File: src/common/ips_pkg.sv
// constants, field positions and state type of the interrupt and reset unit
// assumes a single processor clock; shared by rtl/ips_core.sv and the bench
package ips_pkg;
    localparam int SW_W = 64;
    localparam int RL_W = 32;
    localparam int KEY_W = 4;
    localparam int NLVL = 4;
    localparam int ADDR_W = 24;
    localparam int CODE_W = 8;
    // status word fields, vector index = 63 - printed bit number
    localparam int SW_IOM = 56;  // printed bit 7, io tabler mask
    localparam int SW_MCM = 50;  // printed bit 13, machine check mask
    localparam int SW_WAIT = 49; // printed bit 14, wait mode
    localparam int SW_KEY = 52;  // printed bits 8..11, protection key
    localparam int SW_CODE = 32; // printed bits 24..31, interrupt code
    localparam int SW_ILC = 30;  // printed bits 32..33, length code
    localparam int CODE_CHK = 7; // check bit: suppressed or terminated
    localparam logic [CODE_W-1:0] CODE_PATROL = 8'h01;
    // interrupt levels, in fixed priority order
    localparam logic [1:0] LV_MC = 2'h0;
    localparam logic [1:0] LV_PX = 2'h1;
    localparam logic [1:0] LV_SVC = 2'h2;
    localparam logic [1:0] LV_IO = 2'h3;
    // length codes
    localparam logic [1:0] ILC_DONE = 2'h0;
    localparam logic [1:0] ILC_RR = 2'h1;  // 2-byte reg_reg_format
    localparam logic [1:0] ILC_RX = 2'h2;  // 4-byte indexed/immediate
    localparam logic [1:0] ILC_SS = 2'h3;  // 6-byte storage-storage
    // reset kinds and selector
    localparam logic [1:0] RK_SYS = 2'h0;
    localparam logic [1:0] RK_CPU = 2'h1;
    localparam logic [1:0] RK_LOAD = 2'h2;
    localparam logic [1:0] RK_PWR = 2'h3;
    localparam logic [3:0] SEL_CLEAR = 4'h0;
    localparam logic [1:0] SEL_NORM = 2'h1;
    // register map
    localparam logic [7:0] A_CTRL = 8'h00;
    localparam logic [7:0] A_STAT = 8'h04;
    localparam logic [7:0] A_SWHI = 8'h08;
    localparam logic [7:0] A_SWLO = 8'h0c;
    localparam logic [7:0] A_IDX = 8'h10;
    localparam logic [7:0] A_DATA = 8'h14;
    localparam logic [7:0] A_RELOC = 8'h18;
    localparam int CT_SEL = 0;
    localparam int CT_KIND = 4;
    localparam int CT_RUN = 6;
    localparam int CT_GO = 7;
    localparam int IX_HALF = 0;
    localparam int IX_ENT = 1;
    localparam int IX_SP = 5;
    localparam logic [1:0] SP_NEW = 2'h0;
    localparam logic [1:0] SP_OLD = 2'h1;
    localparam logic [1:0] SP_REL = 2'h2;
    localparam logic [1:0] SP_SAVE = 2'h3;
    // one-cycle pulse outputs
    localparam int PU_IORST = 0;
    localparam int PU_STCLR = 1;
    localparam int PU_GPCLR = 2;
    localparam int PU_REGEN = 3;
    localparam int PU_CTINI = 4;
    localparam int PU_TMSTP = 5;
    localparam int PU_LOCPY = 6;
    localparam int PU_LOAD = 7;
    typedef enum logic [2:0] {
        ST_STOP, ST_RUN, ST_WAIT, ST_ENTRY,
        ST_RELOC, ST_CHECK, ST_RESET, ST_LOAD
    } ips_st_t;
endpackage : ips_pkg

File: src/rtl/ips_core.sv
// status word swap on interrupt entry and return, reset modes, wait patrol
// assumes exc_* and lsw_* come from the pipeline on clk; io_req is async
// Functional notes
// - length code in bits 32-33: 0 done, 1/2/3 for 2/4/6 bytes
// - mc, program and svc entries save the next instruction address
// - nonzero pending length code sets check bit; zero means completed
// - svc entry saves length code 1 with next address
// - tabler request accepted only while status word io mask is 1
// - tabler entry starts only at an instruction boundary
// - tabler entry saves status word with interrupt code forced zero
// - new key picks relocation table entry for active relocation
// - hardware mc or program mask set at end of that entry
// - after entry, re-examine pending requests before running
// - return copies old slot to status word and reloads relocation
// - disallowed requests are latched as pending
// - selector: 0000 clear, xx01 normal, xx10 recovery, xx11 auto
// - any reset with a valid selector accepted in any state and clears check stop
// - system and normal load resets save status, snap and relocation
// - normal load reset copies low fixed storage elsewhere first
// - system/cpu/power stop, loads continue to loading, all but cpu reset io
// - status word cleared; clear load sets io mask, normal sets mc
// - registers zeroed only by clear load; storage by clear, power
// - every reset inits controls, zeroes relocation and pendings
// - wait state self-checks and starts machine check on error
// - taking an interrupt ends the wait state
module ips_core
    import ips_pkg::*;
(
    input wire logic clk,
    input wire logic nrst,
    input wire logic [7:0] addr,
    input wire logic [31:0] wdata,
    input wire logic wr,
    input wire logic rd,
    output logic [31:0] rdata,
    input wire logic instr_done,
    input wire logic [ADDR_W-1:0] instr_next,
    input wire logic exc_mc,
    input wire logic exc_px,
    input wire logic exc_svc,
    input wire logic [CODE_W-1:0] exc_code,
    input wire logic [1:0] exc_ilc,
    input wire logic [ADDR_W-1:0] exc_next,
    input wire logic io_req,
    input wire logic lsw_exec,
    input wire logic [1:0] lsw_level,
    input wire logic [RL_W-1:0] snap_word,
    input wire logic load_done,
    output logic [SW_W-1:0] status_word,
    output logic [RL_W-1:0] act_reloc,
    output logic running,
    output logic waiting,
    output logic check_stop,
    output logic hw_mc_mask,
    output logic hw_px_mask,
    output logic io_ack,
    output logic io_sys_reset,
    output logic store_clear,
    output logic gpr_clear,
    output logic gpr_regen,
    output logic ctl_init,
    output logic timer_stop,
    output logic low_copy,
    output logic load_start
);
    typedef struct packed {
        ips_st_t st;
        logic [SW_W-1:0] sw;
        logic sw_par;
        logic [RL_W-1:0] act_rel;
        logic hw_mc;
        logic hw_px;
        logic cstop;
        logic ret;
        logic [1:0] lvl;
        logic [NLVL-1:0] pend;
        logic [NLVL-1:0][CODE_W-1:0] pcode;
        logic [NLVL-1:0][1:0] pilc;
        logic [NLVL-1:0][SW_W-1:0] old_s;
        logic [NLVL-1:0][SW_W-1:0] new_s;
        logic [(1<<KEY_W)-1:0][RL_W-1:0] rel_tbl;
        logic [SW_W-1:0] sv_sw;
        logic [RL_W-1:0] sv_snap;
        logic [RL_W-1:0] sv_rel;
        logic [1:0] rk;
        logic [3:0] rsel;
        logic [7:0] idx;
        logic io_s1;
        logic io_s2;
        logic io_s3;
        logic io_ack;
        logic [7:0] pu;
        logic [31:0] rdata;
    } ips_regs_t;

    ips_regs_t q, d;
    logic bnd, t_mc, t_px, t_svc, t_io, any_t, go, go_ok;
    logic ld_clr, ld_nrm, rk_ld;
    logic [1:0] sel_lv, sp, hi;
    logic [3:0] ent;
    logic [NLVL-1:0] ev;
    logic [SW_W-1:0] osw;
    logic [CODE_W-1:0] ocode;

    // acceptance: tabler only at a boundary and under its mask
    assign bnd = (q.st != ST_RUN) | instr_done;
    assign t_mc = q.pend[LV_MC] & ~q.hw_mc;
    assign t_px = q.pend[LV_PX] & ~q.hw_px;
    assign t_svc = q.pend[LV_SVC];
    assign t_io = q.pend[LV_IO] & q.sw[SW_IOM] & bnd;
    assign any_t = t_mc | t_px | t_svc | t_io;
    assign sel_lv = t_mc ? LV_MC : t_px ? LV_PX : t_svc ? LV_SVC : LV_IO;
    // edge of the synchronised tabler line, read after the second flop
    assign ev = {q.io_s2 & ~q.io_s3, exc_svc, exc_px, exc_mc};
    // reset decode; xx00 other than 0000 is not a valid selector
    assign rk_ld = q.rk == RK_LOAD;
    assign ld_clr = rk_ld & (q.rsel == SEL_CLEAR);
    assign ld_nrm = rk_ld & (q.rsel != SEL_CLEAR);
    assign go = wr & (addr == A_CTRL) & wdata[CT_GO];
    assign go_ok = (wdata[CT_KIND+:2] != RK_LOAD)
                 | (wdata[CT_SEL+:4] == SEL_CLEAR)
                 | (wdata[CT_SEL+:2] != 2'h0);
    assign sp = q.idx[IX_SP+:2];
    assign ent = q.idx[IX_ENT+:4];
    assign hi = {1'b0, q.idx[IX_HALF]};

    // saved copy of the running word for the level being entered
    always_comb
    begin
        ocode = q.pcode[q.lvl];
        if (q.pilc[q.lvl] != ILC_DONE)
        begin
            ocode[CODE_CHK] = 1'b1;
        end
        osw = q.sw;
        osw[SW_CODE+:CODE_W] = (q.lvl == LV_IO) ? '0 : ocode;
        osw[SW_ILC+:2] = (q.lvl == LV_SVC) ? ILC_RR : q.pilc[q.lvl];
    end

    // whole next state; later assignments take precedence
    always_comb
    begin
        d = q;
        d.rdata = '0;
        d.pu = '0;
        d.io_ack = 1'b0;
        d.io_s1 = io_req;
        d.io_s2 = q.io_s1;
        d.io_s3 = q.io_s2;
        // software window onto slots, relocation table and save area
        if (wr && addr == A_IDX)
        begin
            d.idx = wdata[7:0];
        end
        if (wr && addr == A_DATA)
        begin
            case (sp)
                SP_NEW: d.new_s[ent[1:0]][RL_W*hi+:RL_W] = wdata;
                SP_OLD: d.old_s[ent[1:0]][RL_W*hi+:RL_W] = wdata;
                SP_REL: d.rel_tbl[ent] = wdata;
                default: d.sv_rel = d.sv_rel;  // save area is read only
            endcase
        end
        // status word may be set by software only while stopped
        if (wr && addr == A_SWHI && q.st == ST_STOP)
        begin
            d.sw[SW_W-1:RL_W] = wdata;
        end
        if (wr && addr == A_SWLO && q.st == ST_STOP)
        begin
            d.sw[RL_W-1:0] = wdata;
        end
        case (q.st)
            ST_STOP:
            begin
                if (wr && addr == A_CTRL && wdata[CT_RUN])
                begin
                    d.st = ST_CHECK;
                end
            end
            ST_RUN:
            begin
                if (instr_done)
                begin
                    d.sw[ADDR_W-1:0] = instr_next;
                    d.sw[SW_ILC+:2] = ILC_DONE;
                end
                if (lsw_exec)
                begin
                    d.sw = q.old_s[lsw_level];
                    d.hw_mc = q.hw_mc & (lsw_level != LV_MC);
                    d.hw_px = q.hw_px & (lsw_level != LV_PX);
                    d.ret = 1'b1;
                    d.st = ST_RELOC;
                end
                else if (any_t)
                begin
                    d.lvl = sel_lv;
                    d.st = ST_ENTRY;
                end
            end
            ST_WAIT:
            begin
                // patrol: word and relocation parity must still agree
                if (^{q.sw, q.act_rel} != q.sw_par)
                begin
                    d.pend[LV_MC] = 1'b1;
                    d.pcode[LV_MC] = CODE_PATROL;
                    d.pilc[LV_MC] = ILC_DONE;
                    d.lvl = LV_MC;
                    d.st = ST_ENTRY;
                end
                else if (any_t)
                begin
                    d.lvl = sel_lv;
                    d.st = ST_ENTRY;
                end
            end
            ST_ENTRY:
            begin
                d.old_s[q.lvl] = osw;
                d.pend[q.lvl] = 1'b0;
                d.sw = q.new_s[q.lvl];
                d.sw[SW_ILC+:2] = ILC_DONE;
                d.io_ack = q.lvl == LV_IO;
                d.ret = 1'b0;
                d.st = ST_RELOC;
            end
            ST_RELOC:
            begin
                d.act_rel = q.rel_tbl[q.sw[SW_KEY+:KEY_W]];
                if (!q.ret && q.lvl == LV_MC)
                begin
                    d.hw_mc = 1'b1;
                end
                if (!q.ret && q.lvl == LV_PX)
                begin
                    d.hw_px = 1'b1;
                end
                d.st = ST_CHECK;
            end
            ST_CHECK:
            begin
                if (any_t)
                begin
                    d.lvl = sel_lv;
                    d.st = ST_ENTRY;
                end
                else
                begin
                    d.st = q.sw[SW_WAIT] ? ST_WAIT : ST_RUN;
                end
            end
            ST_RESET:
            begin
                d.cstop = 1'b0;
                d.pend = '0;
                d.act_rel = '0;
                d.hw_mc = 1'b0;
                d.hw_px = 1'b0;
                d.pu[PU_CTINI] = 1'b1;
                d.pu[PU_TMSTP] = 1'b1;
                if (q.rk == RK_SYS || ld_nrm)
                begin
                    d.sv_sw = q.sw;
                    d.sv_snap = snap_word;
                    d.sv_rel = q.act_rel;
                end
                d.pu[PU_LOCPY] = ld_nrm;
                d.sw = '0;
                d.sw[SW_IOM] = ld_clr;
                d.sw[SW_MCM] = ld_nrm;
                d.pu[PU_GPCLR] = ld_clr;
                d.pu[PU_REGEN] = ~ld_clr;
                d.pu[PU_STCLR] = ld_clr | (q.rk == RK_PWR);
                d.pu[PU_IORST] = q.rk != RK_CPU;
                d.pu[PU_LOAD] = rk_ld;
                d.st = rk_ld ? ST_LOAD : ST_STOP;
            end
            ST_LOAD:
            begin
                if (load_done)
                begin
                    d.st = ST_CHECK;
                end
            end
            default: d.st = ST_STOP;
        endcase
        // event latch after the entry clear, so a new one is never lost
        for (int l = 0; l < NLVL; l++)
        begin
            if (ev[l])
            begin
                if (l == int'(LV_MC) && q.pend[LV_MC] && q.hw_mc)
                begin
                    d.cstop = 1'b1;  // repeated check while masked
                end
                d.pend[l] = 1'b1;
                d.pcode[l] = (l == int'(LV_IO)) ? '0 : exc_code;
                d.pilc[l] = (l == int'(LV_IO)) ? ILC_DONE : exc_ilc;
            end
        end
        if (q.st == ST_RUN && (exc_mc | exc_px | exc_svc))
        begin
            d.sw[ADDR_W-1:0] = exc_next;
        end
        // reset request overrides whatever the unit was doing
        if (go && go_ok)
        begin
            d.rk = wdata[CT_KIND+:2];
            d.rsel = wdata[CT_SEL+:4];
            d.st = ST_RESET;
        end
        // check stop freezes the unit until a reset
        if (d.cstop && d.st != ST_RESET)
        begin
            d.st = ST_STOP;
        end
        d.sw_par = ^{d.sw, d.act_rel};
        // read data stand one cycle after the read strobe only
        if (rd)
        begin
            case (addr)
                A_STAT: d.rdata = {20'h00000, q.pend, 1'b0, q.hw_px,
                                   q.hw_mc, q.cstop, 1'b0, q.st};
                A_SWHI: d.rdata = q.sw[SW_W-1:RL_W];
                A_SWLO: d.rdata = q.sw[RL_W-1:0];
                A_IDX: d.rdata = {24'h000000, q.idx};
                A_RELOC: d.rdata = q.act_rel;
                A_DATA:
                begin
                    case (sp)
                        SP_NEW: d.rdata = q.new_s[ent[1:0]][RL_W*hi+:RL_W];
                        SP_OLD: d.rdata = q.old_s[ent[1:0]][RL_W*hi+:RL_W];
                        SP_REL: d.rdata = q.rel_tbl[ent];
                        default: d.rdata = (ent == 4'h0) ?
                            q.sv_sw[RL_W*hi+:RL_W] :
                            (ent == 4'h1) ? q.sv_snap : q.sv_rel;
                    endcase
                end
                default: d.rdata = '0;
            endcase
        end
    end

    // the whole state in one register
    always_ff @(posedge clk or negedge nrst)
    begin
        if (!nrst)
        begin
            q <= '0;
        end
        else
        begin
            q <= d;
        end
    end

    assign rdata = q.rdata;
    assign status_word = q.sw;
    assign act_reloc = q.act_rel;
    assign running = q.st == ST_RUN;
    assign waiting = q.st == ST_WAIT;
    assign check_stop = q.cstop;
    assign hw_mc_mask = q.hw_mc;
    assign hw_px_mask = q.hw_px;
    assign io_ack = q.io_ack;
    assign io_sys_reset = q.pu[PU_IORST];
    assign store_clear = q.pu[PU_STCLR];
    assign gpr_clear = q.pu[PU_GPCLR];
    assign gpr_regen = q.pu[PU_REGEN];
    assign ctl_init = q.pu[PU_CTINI];
    assign timer_stop = q.pu[PU_TMSTP];
    assign low_copy = q.pu[PU_LOCPY];
    assign load_start = q.pu[PU_LOAD];
endmodule : ips_core

File: config.mk
export PLATFORM = sky130hd
export DESIGN_NAME = ips_core
export DESIGN_NICKNAME = d
export VERILOG_FILES = /design/src/common/ips_pkg.sv /design/src/rtl/ips_core.sv
export SDC_FILE = /design/constraint.sdc
export NUM_CORES = 2
export LEC_CHECK = 0
export BUFFER_PORTS_ARGS = -buffer_cell sky130_fd_sc_hd__buf_2
export CAP_MARGIN = 20
export CORE_ASPECT_RATIO = 0.6
export CORE_UTILIZATION = 42
export DETAILED_ROUTE_END_ITERATION = 8
export PLACE_DENSITY = 0.6
export SLEW_MARGIN = 20
export SYNTH_ARGS = -nofsm -noshare
export SYNTH_HDL_FRONTEND = slang
export SYNTH_SLANG_ARGS = --single-unit
File: constraint.sdc
create_clock -name clk -period 5.45 [get_ports clk]
set_input_delay 1.09 -clock clk [delete_from_list [all_inputs] [get_ports clk]]
set_output_delay 1.09 -clock clk [all_outputs]
set_load 0.05 [all_outputs]
---- After elaboration in Yosys (flattened, before gate mapping) ----
Index checks and enable logic that the tools add are counted.
storage, ports and cells
  register bits ........................... 1350
  input port bits ......................... 143
  output and inout bits ................... 142
  word-level logic and storage cells ...... 269
operators by class
  $add $sub $neg .......................... 1
  magnitude comparators ................... 8
  eq/ne operators ......................... 32
  shift operators ......................... 5
  multiplexer cells ....................... 91
  bitwise gates (word level) .............. 26
  reduce and logical (&&, ||, !) cells .... 51
operators with widths
  operator                    number
  $mux W1024                  1
  $bwmux W256                 3
  $mux W256                   3
  $bmux W64 S2                4
  $bwmux W512                 1
  $mux W512                   1
  $mux W64                    7
  $bmux W32 S4                2
  $demux W64 S2               2
  $mux W32                    8
  $pmux W32 S6                1
  $pmux W64 S3                1
  $reduce_xor A96 Y1          2
  $shiftx A64 B7 Y32          3
  $demux W32 S4               1
  $pmux W32 S3                1
  $pmux W32 S2                1
  $shift A32 B34 Y64 const A  1
  $shiftx A32 B34 Y64         1
  $mux W24                    2
  $mux W8                     6
  $neg A6 Y34                 1
  $mux W2                     14
  $eq A8 B5 Y1 const B        3
  other kinds (45)            144

---- Logic depth before layout (Yosys ltp) ----
  depth in word-level cells ............... 12
  gate-level depth with buffers ........... 17
  gate-level depth less buffers ........... 10

---- Worst setup path before layout ----
OpenSTA, ideal clock, no wires.
  path kind ............................... in2reg
  start point ............................. input addr[1]
  end point ............................... register q[1292] in the netlist's numbering
  data arrival time ....................... 4432 ps
  path slack .............................. 884 ps
  stages on the path ...................... 12
  path buffers ............................ 2
  cells stage by stage .................... or4_4 -> or4_4 -> buf_6 -> buf_6 -> mux2_4 -> a211o_1 -> xnor2_2 -> xnor2_1 -> xnor2_2 -> xnor3_1 -> xor3_1 -> xnor3_1
RTL lines
  element               RTL line         text
  start, declared       ips_core.sv:31   input wire logic [7:0] addr,
  end signal, assigned  ips_core.sv:351  q <= '0;
  end signal, assigned  ips_core.sv:355  q <= d;
  end, declared         ips_core.sv:96   ips_regs_t q, d;

==> impl_metrics.py <==
metrics = {
    "critical_path": {
        "timing_worst_setup_path_type": "reg -> reg",
        "cp-start-kind": "flip-flop",
        "crit_chain": "or4b_1 -> or4_4 -> buf_4 -> mux2i_1 -> o21ai_0 -> xor2_1 -> xnor3_1 -> xnor2_2 -> xnor3_1 -> xor3_1 -> xnor3_1",
        "worstReg2RegStart": "q[1357]$_DFF_PN0_",
        "slowest_stage": "or4_4",
        "critPathMaxStageDelay_ns": 0.68,
        "crit_required_ns": 6.12,
        "crit_arrival_ns": 5.28,
        "reg2reg_depth": 11,
        "timing.rr.end": "q[1292]$_DFF_PN0_",
        "critical_path_peak_fanout": 21,
        "r2r_slack_ns": 0.84,
        "cp_common_cell": "xnor3_1",
        "cp-end-kind": "flip-flop",
    },
    "cells_and_area": {
        "fillers": 15118,
        "layout-drive-gt1-share_pct": 40.2,
        "layout_commonest_cell": "dfrtp_1",
        "syn_to_final_growth_pct": 11.7,
        "nets": 5687,
        "instances_no_fill": 7923,
        "layout_common_cells": "dfrtp_1 (1338), mux2_2 (882), nand2_1 (586)",
    },
    "floorplanning": {
        "ios": 285,
        "initial_utilization_pct": 42.3,
        "die_area_um2": 175000,
        "die_x_um": 540,
        "fp.dieH_um": 325,
        "rows": 118,
        "core_area_um2": 172000,
    },
    "global_routing": {
        "grtUsageTotal_pct": 30.7,
        "grt_pass1_wl_mm": 387,
        "grt_remaining_overflow": 0,
        "grt_busiest_layer": "met1",
        "use_met3_pct": 9.15,
        "antenna_found_initial": 28,
        "grt_pass1_vias": 50162,
        "grt_max_degree": 165,
        "met1_usage_pct": 46.0,
        "groute.layer.met2.usage_pct": 41.9,
    },
    "clocking": {
        "cts_hold_buf": 0,
        "cts_setup_buffers": 0,
        "ctsResizeCount": 0,
        "root_buffer": "clkbuf_16",
        "cts.sinks": 1349,
        "cts_tree": "done",
        "htree_levels": 4,
        "cts_buffers": 142,
        "clock_latency_ns": 0.80,
        "clock_path_buffers": 4,
        "path_clk_slew_ns": 0.07,
    },
    "synth": {
        "synth_top_area_cell": "dfrtp_1",
        "synth_top_area_share_pct": 46.3,
        "syn_area_um2": 72900,
        "synth_area_leaders": "dfrtp_1 (46%), mux4_2 (18%), mux2_2 (14%), mux2i_1 (4.3%), nand2_1 (3.1%)",
        "synthDistinctLibCells": 67,
        "avgSynthCellArea_um2": 13.0,
        "netlist_instances": 5590,
        "synth_seq_cells": 1349,
        "synth_edf_count": 0,
        "ys_warn_count": 0,
        "synth-main-ff-cell": "dfrtp_1",
        "synthesis.nets": 5733,
        "seq_area_frac_synth_pct": 46.3,
        "async_flop_share_pct": 100,
    },
    "sta": {
        "slew_viol_final": 0,
        "finalCritPeriodShare_pct": 84.6,
        "tightest_slew_ns": 1.10,
        "timing.fmax_mhz": 217,
        "setup_tns_ns": 0,
        "rsz0062_at_grt": "false",
        "skew_ns": 0.0483,
        "finalHoldViolations": 0,
        "setup_viol": 0,
        "layout_min_cycle_time_ns": 4.61,
        "relSlewSlack_pct": 26.3,
    },
    "routing": {
        "firstDrtPassIters": 6,
        "wl_per_cell_um": 34.2,
        "via_per_inst": 6.53,
        "vias": 51775,
        "drc_errors": 0,
        "drt_iter0_markers": 7227,
        "ant_nets": 0,
        "drt-total-wl_mm": 271,
    },
    "power_and_ir_drop": {
        "power_leakage_nw": 34.7,
        "max-vdd-ir-drop_mv": 0.483,
        "power.density_nw_per_um2": 302,
    },
    "place": {
        "port_buffers": 284,
        "hpwl_mm": 179,
        "place_congestion": 0.922,
        "dp.cells": 7680,
    },
    "flow_run": {
        "cap_violations": 0,
    },
    "outcome": {
        "outcome": "completed",
    },
    "min_path": {
        "min_path_type": "in -> async",
    },
}
## synthesized netlist by cell type, types with 6 or more instances
master and count:
a222oi_1 24, xnor3_1 8, nor2b_1 39, nor2_1 79, nand4_1 13, o32a_1 11
mux2i_1 313, a22oi_1 74, and3_1 6, nand2_1 594, o31ai_1 10, and2_1 14
a22o_1 8, o211ai_1 59, a211oi_1 34, nand3_1 27, nand2b_1 13, clkbuf_1 470
o22a_1 15, o21ai_0 330, buf_4 136, buf_2 35, a31oi_1 44, dfrtp_1 1349
mux2_2 882, xnor2_1 150, xor2_1 17, nor3_1 15, mux4_2 580, inv_1 23
buf_1 67, a21oi_1 85
## metal layers
| layer | share of wire (%) | vias to the layer above |
|---|---|---|
| li1 | - | 20494 |
| met1 | 42 | 27433 |
| met5 | 0.031 | - |
| met3 | 12 | 540 |
| met4 | 4.1 | 14 |
| met2 | 41 | 3294 |
## how the worst max path moves through the flow
stage,start,to
2_1_floorplan,addr[1],q[1292]$_DFF_PN0_
6_report,q[1357]$_DFF_PN0_,q[1292]$_DFF_PN0_
4_1_cts,q[1357]$_DFF_PN0_,q[1292]$_DFF_PN0_
3_3_place_gp,addr[1],q[1292]$_DFF_PN0_
3_5_place_dp,addr[1],q[1292]$_DFF_PN0_
5_1_grt,q[1357]$_DFF_PN0_,q[1292]$_DFF_PN0_
## cells by family after synthesis
group	synth area share, %
AOI/OAI and AO/OA	6.17
DFF	46.3
buffers and inverters	4.56
xor gates and xnor gates	2.36
and+or+nand+nor	4.75
muxes	35.9
## per-stage QoR
stage                     util (%)  power [mW]  hold slack [ns]  setup slack (ns)  area, µm²
after global placement        44.5        14.5            0.334             0.268      76700
after global routing          47.2        25.3            0.314             0.765      81400
after detailed placement      44.5        14.5            0.337             0.240      76700
after CTS                     47.2        24.7            0.295             0.910      81400
final                         47.2        24.6            0.301             0.837      81400
after floorplan                  -        13.0            0.331             0.884      72900
## critical path: cells and delay by family (launching register included)
kind / cells / cell delay (ns)
AOI/OAI and AO/OA: 1 / 0.34
xor gates and xnor gates: 6 / 1.76
buffers and inverters: 1 / 0.34
DFF: 1 / 0.53
muxes: 1 / 0.15
and+or+nand+nor: 2 / 1.34
## power by group
| group | internal [mW] | leakage, nW | total [mW] | switching, mW |
|---|---|---|---|---|
| sequential | 10.2 | 17.4 | 10.5 | 0.363 |
| clock | 5.99 | 2.33 | 10.2 | 4.26 |
| combinational | 1.42 | 15.0 | 3.84 | 2.42 |
| total | 17.6 | 34.7 | 24.6 | 7.05 |
## layout make-up
cell class | instances | area, µm² | share of cell area (%)
tap | 2280 | 2850 | 3.50
clock buffer | 203 | 4180 | 5.13
timing repair buffer | 520 | 3800 | 4.67
antenna | 4 | 10.0 | 0.0123
clock inverter | 36 | 552 | 0.678
inverter | 24 | 90.1 | 0.111
sequential | 1349 | 33800 | 41.5
multi-input combinational | 3507 | 36100 | 44.4
No activity file was read; power rests on OpenSTA's default activity.
